--- config.mk ---
export PLATFORM = sky130hd
export DESIGN_NAME = power_switch_fault_protection
export DESIGN_NICKNAME = d
export VERILOG_FILES = /design/src/pwr_prot_pkg.sv /design/src/sync2.sv /design/src/power_switch_fault_protection.sv
export SDC_FILE = /design/constraint.sdc
export NUM_CORES = 1
export LEC_CHECK = 0
export BUFFER_PORTS_ARGS = -buffer_cell sky130_fd_sc_hd__buf_4
export CAP_MARGIN = 20
export CORE_ASPECT_RATIO = 0.9
export CORE_MARGIN = 2
export CORE_UTILIZATION = 50
export DETAILED_ROUTE_END_ITERATION = 10
export PLACE_DENSITY = 0.86
export SYNTH_ARGS = -nofsm -noshare
export SYNTH_HDL_FRONTEND = slang
export SYNTH_SLANG_ARGS = --single-unit
--- constraint.sdc ---
create_clock -name clk_i -period 3.1 [get_ports clk_i]
set_input_delay 0.31 -clock clk_i [delete_from_list [all_inputs] [get_ports clk_i]]
set_output_delay 0.31 -clock clk_i [all_outputs]
set_load 0.02 [all_outputs]
--- src/pwr_prot_pkg.sv ---
// Contract
// - overcurrent turns switch off for the cycle, clears when command falls; in diode emulation the switch follows reverse current instead
// - short-circuit limit above overcurrent limit; detection latches switch off
// - latch holds until long command low or bias removed
// - short-circuit shutdown selects slowed turn-off drive
// - command frequency below threshold picks low peak limit, above picks high
// - five consecutive fast command cycles needed before high peak limit
// - high peak limit stays until power removed
// - transistor overtemperature enters diode emulation: off forward, on reverse
// - driver overtemperature shuts aux regulator, negative rail and switch
// - fault output low while either thermal shutdown active
// - exit only after both temperatures below falling trip points
// - leaving driver shutdown with transistor hot returns to diode emulation
// - undervoltage stops switching, holds switch off, fault low
// - current fault output low for overcurrent and short-circuit
// - fault output low at start-up until series transistor on
package pwr_prot_pkg;
    localparam int          SC_RESET_CYCLES = 1000;
    localparam int          FAST_PERIOD_MAX = 100;
    localparam int          FAST_CYCLES     = 5;
    localparam int          SERIES_ON_DELAY = 16;
    localparam logic [31:0] APB_CTRL        = 32'h0000_0000;
    localparam logic [31:0] APB_STATUS      = 32'h0000_0004;
    localparam logic [31:0] APB_IRQ_STAT    = 32'h0000_0008;
    localparam logic [31:0] APB_IRQ_MASK    = 32'h0000_000C;
    localparam logic [4:0]  IRQ_MASK_RST    = 5'h00;

    typedef enum logic [1:0] {
        TH_NORMAL = 2'b00,
        TH_DIODE  = 2'b01,
        TH_DRIVER = 2'b10
    } thermal_e;

    typedef struct packed {
        logic over_current;
        logic short_circuit;
        logic fet_hot;
        logic fet_cool;
        logic drv_hot;
        logic drv_cool;
        logic undervolt;
        logic reverse_current;
    } sense_s;

    typedef struct packed {
        logic      gate_on;
        logic      slow_turn_off;
        logic      high_peak_limit;
        logic      aux_5v_regulator_en;
        logic      negative_gate_rail_en;
        logic      fault_n;
        logic      current_trip_flag_n;
    } drive_s;
endpackage

--- src/sync2.sv ---
`timescale 1ns/1ps
module sync2 #(
    parameter int W = 1
) (
    input  wire logic         clk_i,
    input  wire logic         rst_n_i,
    input  wire logic [W-1:0] d_i,
    output logic      [W-1:0] q_o
);
    logic [W-1:0] s1_r;

    always_ff @(posedge clk_i) begin
        if (!rst_n_i) begin
            s1_r <= '0;
            q_o  <= '0;
        end else begin
            s1_r <= d_i;
            q_o  <= s1_r;
        end
    end
endmodule

--- src/power_switch_fault_protection.sv ---
`timescale 1ns/1ps
module power_switch_fault_protection #(
    parameter int SC_RESET_CYCLES = pwr_prot_pkg::SC_RESET_CYCLES,
    parameter int FAST_PERIOD_MAX = pwr_prot_pkg::FAST_PERIOD_MAX
) (
    input  wire logic                  clk_i,
    input  wire logic                  rst_n_i,
    input  wire logic                  cmd_i,
    input  wire pwr_prot_pkg::sense_s  sense_i,
    input  wire logic                  psel_i,
    input  wire logic                  penable_i,
    input  wire logic                  pwrite_i,
    input  wire logic [31:0]           paddr_i,
    input  wire logic [31:0]           pwdata_i,
    output logic      [31:0]           prdata_o,
    output logic                       pready_o,
    output logic                       pslverr_o,
    output pwr_prot_pkg::drive_s       drive_o,
    output logic                       irq_o
);
    localparam int CW = $clog2(SC_RESET_CYCLES + 1);
    localparam int PW = $clog2(FAST_PERIOD_MAX + 2);

    logic                  cmd_s;
    pwr_prot_pkg::sense_s  sn;
    logic                  cmd_d_r;
    logic                  oc_r;
    logic                  sc_r;
    logic [CW-1:0]         low_cnt_r;
    logic [PW-1:0]         per_cnt_r;
    logic [2:0]            fast_cnt_r;
    logic                  high_lim_r;
    pwr_prot_pkg::thermal_e th_r;
    logic [4:0]            start_cnt_r;
    logic                  series_on_r;
    logic                  sw_enable_r;
    logic [4:0]            irq_stat_r;
    logic [4:0]            irq_mask_r;
    logic [4:0]            ev;
    logic                  rise;
    logic                  fall;
    logic                  lockout;
    logic                  gate_nxt;
    logic                  acc;
    logic                  wr;

    sync2 #(.W(9)) u_sync (
        .clk_i  (clk_i),
        .rst_n_i(rst_n_i),
        .d_i    ({cmd_i, sense_i}),
        .q_o    ({cmd_s, sn})
    );

    assign rise = cmd_s && !cmd_d_r;
    assign fall = !cmd_s && cmd_d_r;

    always_ff @(posedge clk_i) begin
        if (!rst_n_i) begin
            cmd_d_r <= 1'b0;
        end else begin
            cmd_d_r <= cmd_s;
        end
    end

    // per-cycle limit, released by command low
    always_ff @(posedge clk_i) begin
        if (!rst_n_i) begin
            oc_r <= 1'b0;
        end else if (sn.over_current && cmd_s) begin
            oc_r <= 1'b1;
        end else if (!cmd_s) begin
            oc_r <= 1'b0;
        end
    end

    // low-time counter restarts on command high
    always_ff @(posedge clk_i) begin
        if (!rst_n_i) begin
            low_cnt_r <= '0;
        end else if (cmd_s) begin
            low_cnt_r <= '0;
        end else if (low_cnt_r != CW'(SC_RESET_CYCLES)) begin
            low_cnt_r <= low_cnt_r + 1'b1;
        end
    end

    always_ff @(posedge clk_i) begin
        if (!rst_n_i) begin
            sc_r <= 1'b0;
        end else if (sn.short_circuit) begin
            sc_r <= 1'b1;
        end else if (!cmd_s && low_cnt_r == CW'(SC_RESET_CYCLES)) begin
            // release only while the command is still low
            sc_r <= 1'b0;
        end
    end

    // frequency detector: period measured rise to rise
    always_ff @(posedge clk_i) begin
        if (!rst_n_i) begin
            per_cnt_r  <= '0;
            fast_cnt_r <= '0;
        end else if (rise) begin
            per_cnt_r <= '0;
            if (per_cnt_r < PW'(FAST_PERIOD_MAX)) begin
                if (fast_cnt_r != 3'(pwr_prot_pkg::FAST_CYCLES)) begin
                    fast_cnt_r <= fast_cnt_r + 1'b1;
                end
            end else begin
                fast_cnt_r <= '0;
            end
        end else if (per_cnt_r != PW'(FAST_PERIOD_MAX)) begin
            per_cnt_r <= per_cnt_r + 1'b1;
        end else begin
            fast_cnt_r <= '0;
        end
    end

    always_ff @(posedge clk_i) begin
        if (!rst_n_i) begin
            high_lim_r <= 1'b0;
        end else if (fast_cnt_r == 3'(pwr_prot_pkg::FAST_CYCLES)) begin
            high_lim_r <= 1'b1;
        end
    end

    // thermal state machine
    always_ff @(posedge clk_i) begin
        if (!rst_n_i) begin
            th_r <= pwr_prot_pkg::TH_NORMAL;
        end else begin
            case (th_r)
                pwr_prot_pkg::TH_NORMAL: begin
                    if (sn.drv_hot) begin
                        th_r <= pwr_prot_pkg::TH_DRIVER;
                    end else if (sn.fet_hot) begin
                        th_r <= pwr_prot_pkg::TH_DIODE;
                    end
                end
                pwr_prot_pkg::TH_DIODE: begin
                    if (sn.drv_hot) begin
                        th_r <= pwr_prot_pkg::TH_DRIVER;
                    end else if (sn.fet_cool && sn.drv_cool) begin
                        th_r <= pwr_prot_pkg::TH_NORMAL;
                    end
                end
                pwr_prot_pkg::TH_DRIVER: begin
                    if (sn.drv_cool && sn.fet_cool) begin
                        th_r <= pwr_prot_pkg::TH_NORMAL;
                    end else if (sn.drv_cool) begin
                        th_r <= pwr_prot_pkg::TH_DIODE;
                    end
                end
                default: th_r <= pwr_prot_pkg::TH_NORMAL;
            endcase
        end
    end

    // start-up: series transistor turned on after delay
    always_ff @(posedge clk_i) begin
        if (!rst_n_i) begin
            start_cnt_r <= '0;
            series_on_r <= 1'b0;
        end else if (start_cnt_r != 5'(pwr_prot_pkg::SERIES_ON_DELAY)) begin
            start_cnt_r <= start_cnt_r + 1'b1;
        end else begin
            series_on_r <= 1'b1;
        end
    end

    assign lockout = sn.undervolt || th_r == pwr_prot_pkg::TH_DRIVER || !series_on_r
                     || !sw_enable_r;

    always_comb begin
        if (lockout) begin
            gate_nxt = 1'b0;
        end else if (sc_r || sn.short_circuit) begin
            gate_nxt = 1'b0;
        end else if (th_r == pwr_prot_pkg::TH_DIODE) begin
            gate_nxt = sn.reverse_current;
        end else if (oc_r || sn.over_current) begin
            gate_nxt = 1'b0;
        end else begin
            gate_nxt = cmd_s;
        end
    end

    always_ff @(posedge clk_i) begin
        if (!rst_n_i) begin
            drive_o <= '{1'b0, 1'b0, 1'b0, 1'b0, 1'b0, 1'b0, 1'b1};
        end else begin
            drive_o.gate_on               <= gate_nxt;
            drive_o.slow_turn_off         <= sc_r || sn.short_circuit;
            drive_o.high_peak_limit       <= high_lim_r;
            drive_o.aux_5v_regulator_en   <= th_r != pwr_prot_pkg::TH_DRIVER;
            drive_o.negative_gate_rail_en <= th_r != pwr_prot_pkg::TH_DRIVER;
            drive_o.fault_n <= !(sn.undervolt || th_r != pwr_prot_pkg::TH_NORMAL
                                 || sc_r || !series_on_r);
            drive_o.current_trip_flag_n <= !(oc_r || sc_r);
        end
    end

    // interrupts and apb slave
    assign ev  = {fall && oc_r, sc_r, th_r != pwr_prot_pkg::TH_NORMAL, sn.undervolt,
                  high_lim_r};
    assign acc = psel_i && penable_i;
    assign wr  = acc && pwrite_i;

    always_ff @(posedge clk_i) begin
        if (!rst_n_i) begin
            irq_stat_r <= '0;
        end else if (wr && paddr_i == pwr_prot_pkg::APB_IRQ_STAT) begin
            irq_stat_r <= (irq_stat_r & ~pwdata_i[4:0]) | ev;
        end else begin
            irq_stat_r <= irq_stat_r | ev;
        end
    end

    always_ff @(posedge clk_i) begin
        if (!rst_n_i) begin
            irq_mask_r  <= pwr_prot_pkg::IRQ_MASK_RST;
            sw_enable_r <= 1'b1;
        end else if (wr && paddr_i == pwr_prot_pkg::APB_IRQ_MASK) begin
            irq_mask_r <= pwdata_i[4:0];
        end else if (wr && paddr_i == pwr_prot_pkg::APB_CTRL) begin
            sw_enable_r <= pwdata_i[0];
        end
    end

    always_ff @(posedge clk_i) begin
        if (!rst_n_i) begin
            irq_o     <= 1'b0;
            pready_o  <= 1'b0;
            pslverr_o <= 1'b0;
            prdata_o  <= '0;
        end else begin
            irq_o     <= |(irq_stat_r & irq_mask_r);
            pready_o  <= psel_i && !penable_i;
            pslverr_o <= 1'b0;
            prdata_o  <= '0;
            if (psel_i && !penable_i) begin
                case (paddr_i)
                    pwr_prot_pkg::APB_CTRL:     prdata_o <= {31'h0, sw_enable_r};
                    pwr_prot_pkg::APB_STATUS:   prdata_o <= {24'h0, th_r, 1'b0, high_lim_r,
                                                  sc_r, oc_r, sn.undervolt, series_on_r};
                    pwr_prot_pkg::APB_IRQ_STAT: prdata_o <= {27'h0, irq_stat_r};
                    pwr_prot_pkg::APB_IRQ_MASK: prdata_o <= {27'h0, irq_mask_r};
                    default:                    pslverr_o <= 1'b1;
                endcase
            end
        end
    end

    a_uv_gate_off: assert property (@(posedge clk_i) disable iff (!rst_n_i)
        sn.undervolt |=> !drive_o.gate_on) else $error("gate on under undervoltage");
    a_sc_latch_off: assert property (@(posedge clk_i) disable iff (!rst_n_i)
        sc_r ##1 sc_r |-> !drive_o.gate_on) else $error("gate on while latched");
    a_sc_hold: assert property (@(posedge clk_i) disable iff (!rst_n_i)
        sc_r && cmd_s |=> sc_r) else $error("latch cleared with command high");
    a_sc_slow: assert property (@(posedge clk_i) disable iff (!rst_n_i)
        sc_r |=> drive_o.slow_turn_off) else $error("slow turn-off missing");
    a_lim_sticky: assert property (@(posedge clk_i) disable iff (!rst_n_i)
        high_lim_r |=> high_lim_r) else $error("peak limit fell back");
    a_lim_needs_five: assert property (@(posedge clk_i) disable iff (!rst_n_i)
        $rose(high_lim_r) |-> $past(fast_cnt_r) == 3'(pwr_prot_pkg::FAST_CYCLES))
        else $error("limit raised early");
    a_th_fault: assert property (@(posedge clk_i) disable iff (!rst_n_i)
        th_r != pwr_prot_pkg::TH_NORMAL |=> !drive_o.fault_n)
        else $error("fault high in thermal shutdown");
    a_drv_rails_off: assert property (@(posedge clk_i) disable iff (!rst_n_i)
        th_r == pwr_prot_pkg::TH_DRIVER |=> !drive_o.aux_5v_regulator_en
        && !drive_o.negative_gate_rail_en && !drive_o.gate_on)
        else $error("rails on in driver shutdown");
    a_oc_flag: assert property (@(posedge clk_i) disable iff (!rst_n_i)
        oc_r |=> !drive_o.current_trip_flag_n) else $error("current flag missing");
    a_oc_release: assert property (@(posedge clk_i) disable iff (!rst_n_i)
        oc_r && !cmd_s |=> !oc_r) else $error("overcurrent not released");
    a_start_fault: assert property (@(posedge clk_i) disable iff (!rst_n_i)
        !series_on_r |=> !drive_o.fault_n) else $error("fault high at start-up");
    // fault reporting, diode emulation, enable guards and thermal exit
    a_diode_block: assert property (@(posedge clk_i) disable iff (!rst_n_i)
        th_r == pwr_prot_pkg::TH_DIODE && !sn.reverse_current |=> !drive_o.gate_on)
        else $error("gate on against forward current");
    a_uv_fault: assert property (@(posedge clk_i) disable iff (!rst_n_i)
        sn.undervolt |=> !drive_o.fault_n)
        else $error("fault high under undervoltage");
    a_sc_flag: assert property (@(posedge clk_i) disable iff (!rst_n_i)
        sc_r |=> !drive_o.current_trip_flag_n && !drive_o.fault_n)
        else $error("short-circuit not reported");
    a_oc_fault_high: assert property (@(posedge clk_i) disable iff (!rst_n_i)
        oc_r && !sc_r && series_on_r && !sn.undervolt && th_r == pwr_prot_pkg::TH_NORMAL
        |=> drive_o.fault_n) else $error("fault low for overcurrent alone");
    a_disable_gate: assert property (@(posedge clk_i) disable iff (!rst_n_i)
        !sw_enable_r |=> !drive_o.gate_on)
        else $error("gate on while disabled");
    a_cool_exit: assert property (@(posedge clk_i) disable iff (!rst_n_i)
        th_r != pwr_prot_pkg::TH_NORMAL && !(sn.fet_cool && sn.drv_cool)
        |=> th_r != pwr_prot_pkg::TH_NORMAL) else $error("thermal exit too early");
endmodule

==> load_flow_metrics.sql <==
INSERT INTO impl_metrics (metric_group, metric, value, unit) VALUES
('die', 'die_y', '81.3', 'µm'),
('yosys', 'postSynthAreaPerCell', '9.59', 'µm²'),
('timing', 'number_of_pins_with_negative_max_slew_slack_in_the_final_report', '0', ''),
('clocking', 'clock_path_buffers', '2', ''),
('place', 'placement.cell_area', '3790', 'µm²'),
('global_route', 'maximum_number_of_pins_on_one_net_before_global_route_repair', '57', ''),
('clocking', 'cts-resized-gates', '0', ''),
('routing', 'first_pass_iters', '4', ''),
('routing', 'drcViolationCount', '0', ''),
('pwr', 'internal_pwr_total', '0.00153', 'W'),
('clocking', 'cts_setup_buffers', '0', ''),
('global_route', 'grt_util_all_layers', '19.4', '%'),
('setup_path', 'worst_r2r_endpoint', 'fast_cnt_r[2]', ''),
('global_route', 'first_global_vias', '2456', ''),
('setup_path', 'kind_of_end_point_of_the_critical_path', 'register', ''),
('timing', 'skew', '0.0115', 'ns'),
('setup_path', 'setup.reg_to_reg.worst_slack', '1.49', 'ns'),
('yosys', 'synth-edff-count', '0', ''),
('clocking', 'cts_tree', 'built', ''),
('clocking', 'cts.sink_count', '77', ''),
('run_status', 'result_of_the_run', 'finished, final reports clean', ''),
('die', 'design.core.area', '6520', 'µm²'),
('timing', 'finalSetupViolCount', '0', ''),
('timing', 'post-route-worst-setup-slack', '1.41', 'ns'),
('clocking', 'cts_root_buf', 'sky130_fd_sc_hd__clkbuf_8', ''),
('yosys', 'postSynthRegisterBits', '77', ''),
('setup_path', 'worst-setup-path-type', 'in -> reg', ''),
('pwr', 'total_switching_power', '0.000486', 'W'),
('yosys', 'yosys.area.top_type_share', '46.4', '%'),
('die', 'start_util', '50.9', '%'),
('pwr', 'combinationalPowerShare', '9.1', '%'),
('timing', 'hold_viol', '0', ''),
('min_path', 'hold_path.startpoint', 'pwdata_i[2]', ''),
('yosys', 'synth_top_cell_by_area', 'sky130_fd_sc_hd__dfxtp_1', ''),
('routing', 'final_wirelength', '6660', 'µm'),
('yosys', 'synthesis.yosys.warnings', '0', ''),
('clocking', 'numCtsBuffers', '9', ''),
('timing', 'tns', '0', 'ns'),
('final_layout', 'n_fill_cell', '563', ''),
('pwr', 'max-vdd-ir-drop', '0.000261', 'V'),
('final_layout', 'final_non_filler_cell_area', '4000', 'µm²'),
('clocking', 'postCtsHoldBufs', '0', ''),
('flow_run', 'max_cap_viol_count', '0', ''),
('global_route', 'grt_overflow', '0', ''),
('place', 'gp_routability_congestion', '0.809', ''),
('pwr', 'pwr_density_cell', '503', 'nW/µm²'),
('timing', 'clock.fmax', '592', 'MHz'),
('setup_path', 'cp.arrival', '1.90', 'ns'),
('die', 'chipWidth', '89.9', 'µm'),
('setup_path', 'cp-start-kind', 'input pin', ''),
('yosys', 'syn-cell-area', '3320', 'µm²'),
('die', 'ioPinCount', '120', ''),
('die', 'design.die.area', '7310', 'µm²'),
('timing', 'rsz0062_at_grt', 'no', ''),
('timing', 'timing.slew.headroom', '56.4', '%'),
('routing', 'drt_iter0_drc', '138', ''),
('yosys', 'netlist_top_cells_area', 'sky130_fd_sc_hd__dfxtp_1, sky130_fd_sc_hd__buf_4, sky130_fd_sc_hd__and2_1', ''),
('timing', 'hold_slack', '0.148', 'ns'),
('yosys', 'synth_seq_area_share', '46.4', '%'),
('timing', 'timing.final.crit_share', '54.5', '%'),
('place', 'port_buffers', '67', ''),
('setup_path', 'rr_worst_depth', '4', ''),
('die', 'placement_rows', '28', ''),
('yosys', 'async_flop_share', '0', '%'),
('min_path', 'whs_path_depth', '2', ''),
('final_layout', 'instances_no_fill', '506', ''),
('place', 'dpl_worst_slack', '1.04', 'ns'),
('clocking', 'clk_pin_slew', '0.08', 'ns'),
('setup_path', 'worstReg2RegStart', 'per_cnt_r[3]', ''),
('clocking', 'cts_htree_levels', '3', ''),
('routing', 'num_vias', '2562', '');
-- worst max-delay path, stage by stage --
cell and delay, ns:
sky130_fd_sc_hd__buf_4 0.11, sky130_fd_sc_hd__nor4_1 0.28, sky130_fd_sc_hd__nand4_1 0.33, sky130_fd_sc_hd__nor4b_2 0.69
sky130_fd_sc_hd__a31oi_1 0.18
-- worst max path at each step --
| stage | depth (start not counted) | endpoint | start | slack, ns |
|---|---|---|---|---|
| after floorplan | 4 | irq_mask_r[0] | paddr_i[27] | 1.52 |
| after global placement | 5 | irq_stat_r[2] | paddr_i[15] | 1.13 |
| after detailed placement | 5 | irq_stat_r[1] | paddr_i[4] | 1.04 |
| after CTS | 5 | irq_stat_r[1] | paddr_i[4] | 1.42 |
| after global routing | 4 | fast_cnt_r[2] | per_cnt_r[3] | 1.29 |
| final | 5 | irq_stat_r[1] | paddr_i[4] | 1.41 |
-- Yosys cell counts (all sizes together) (2+ instances only) --
cell type	n
nand2b	4
nand2	20
a21boi	6
ha	8
o21a	4
nand4b	2
mux2	2
nor4b	2
a22oi	6
nor4	8
nand4	6
a21oi	4
nand3	8
xnor2	9
and2	22
xor2	8
clkbuf	10
inv	15
o21ai	11
nor2b	8
a31oi	6
mux2i	9
and3	5
nor3	12
buf	27
nand3b	3
dfxtp	77
nor2	24
nor3b	4
-- cell usage in the layout (no fill, tap or decap), types with 2 or more instances in the layout --
master,n
sky130_fd_sc_hd__a21boi_1,6
sky130_fd_sc_hd__a21oi_1,4
sky130_fd_sc_hd__a22oi_1,6
sky130_fd_sc_hd__a31oi_1,6
sky130_fd_sc_hd__and2_1,22
sky130_fd_sc_hd__and3_1,5
sky130_fd_sc_hd__buf_4,67
sky130_fd_sc_hd__clkbuf_8,11
sky130_fd_sc_hd__conb_1,25
sky130_fd_sc_hd__dfxtp_1,77
sky130_fd_sc_hd__ha_1,8
sky130_fd_sc_hd__inv_1,15
sky130_fd_sc_hd__mux2i_1,9
sky130_fd_sc_hd__nand2_1,20
sky130_fd_sc_hd__nand2b_1,4
sky130_fd_sc_hd__nand3_1,8
sky130_fd_sc_hd__nand3b_1,3
sky130_fd_sc_hd__nand4_1,5
sky130_fd_sc_hd__nand4b_1,2
sky130_fd_sc_hd__nor2_1,24
sky130_fd_sc_hd__nor2b_1,8
sky130_fd_sc_hd__nor3_1,11
sky130_fd_sc_hd__nor3b_1,3
sky130_fd_sc_hd__nor4_1,4
sky130_fd_sc_hd__nor4_2,3
sky130_fd_sc_hd__o21a_1,4
sky130_fd_sc_hd__o21ai_0,8
sky130_fd_sc_hd__o21ai_1,3
sky130_fd_sc_hd__xnor2_1,9
sky130_fd_sc_hd__xor2_1,8
-- metal layers --
layer / GRT usage, % / part of all wire [%] / wire, µm / up-vias
met5: 0 / 0 / 0 / -
met4: 7.54 / 1.3 / 85 / 0
met3: 8.07 / 8.8 / 585 / 7
met2: 34.2 / 47 / 3140 / 102
met1: 21.3 / 43 / 2850 / 1183
li1: - / - / - / 1270
-- registers in the layout, indices dropped and copies added (netlist names) --
register	flops
u_sync.s1_r	9
cmd_d_r	1
start_cnt_r	5
sw_enable_r	1
irq_stat_r	5
fast_cnt_r	3
pready_o	1
th_r	2
u_sync.q_o	9
drive_o	6
per_cnt_r	7
irq_mask_r	5
prdata_o	7
oc_r	1
sc_r	1
low_cnt_r	10
pslverr_o	1
high_lim_r	1
series_on_r	1
irq_o	1
-- logic make-up (layout without fill, tap and decap cells) --
group | after synthesis | in the layout | share of synthesized area (%)
compound gates | 45 | 45 | 9.16
xor+xnor | 17 | 17 | 4.49
fa+ha+maj | 8 | 8 | 3.02
buf+inv | 52 | 98 | 8.86
flops | 77 | 77 | 46.4
mux | 12 | 12 | 4.07
other cells | 1 | 25 | 0.113
simple gates | 134 | 134 | 23.9
-- power groups by stage --
stage / Combinational (W) / Sequential [W] / Clock, W
3_3_place_gp: 0.000177 / 0.00107 / 0
4_1_cts: 0.000184 / 0.00104 / 0.000802
2_1_floorplan: 0.000134 / 0.00106 / 0
6_report: 0.000183 / 0.00105 / 0.000783
5_1_grt: 0.000204 / 0.00105 / 0.000843
3_5_place_dp: 0.000183 / 0.00107 / 0
-- area by class of cell --
class | instances | area [µm²] | area share, %
Timing Repair Buffer | 67 | 503 | 12.6
Multi-Input combinational cell | 241 | 1570 | 39.4
Inverter | 15 | 56.3 | 1.41
Clock buffer | 12 | 155 | 3.88
Sequential cell | 77 | 1540 | 38.6
Clock inverter | 4 | 55.1 | 1.38
Tap cell | 90 | 113 | 2.82
-- per-stage QoR --
step           util [%]  power (W)
3_5_place_dp       58.1    0.00125
3_3_place_gp       58.1    0.00124
5_1_grt            61.3    0.00210
2_1_floorplan         -    0.00120
4_1_cts            61.3    0.00203
6_report           61.3    0.00201
No activity file was read; power rests on OpenSTA's default activity.
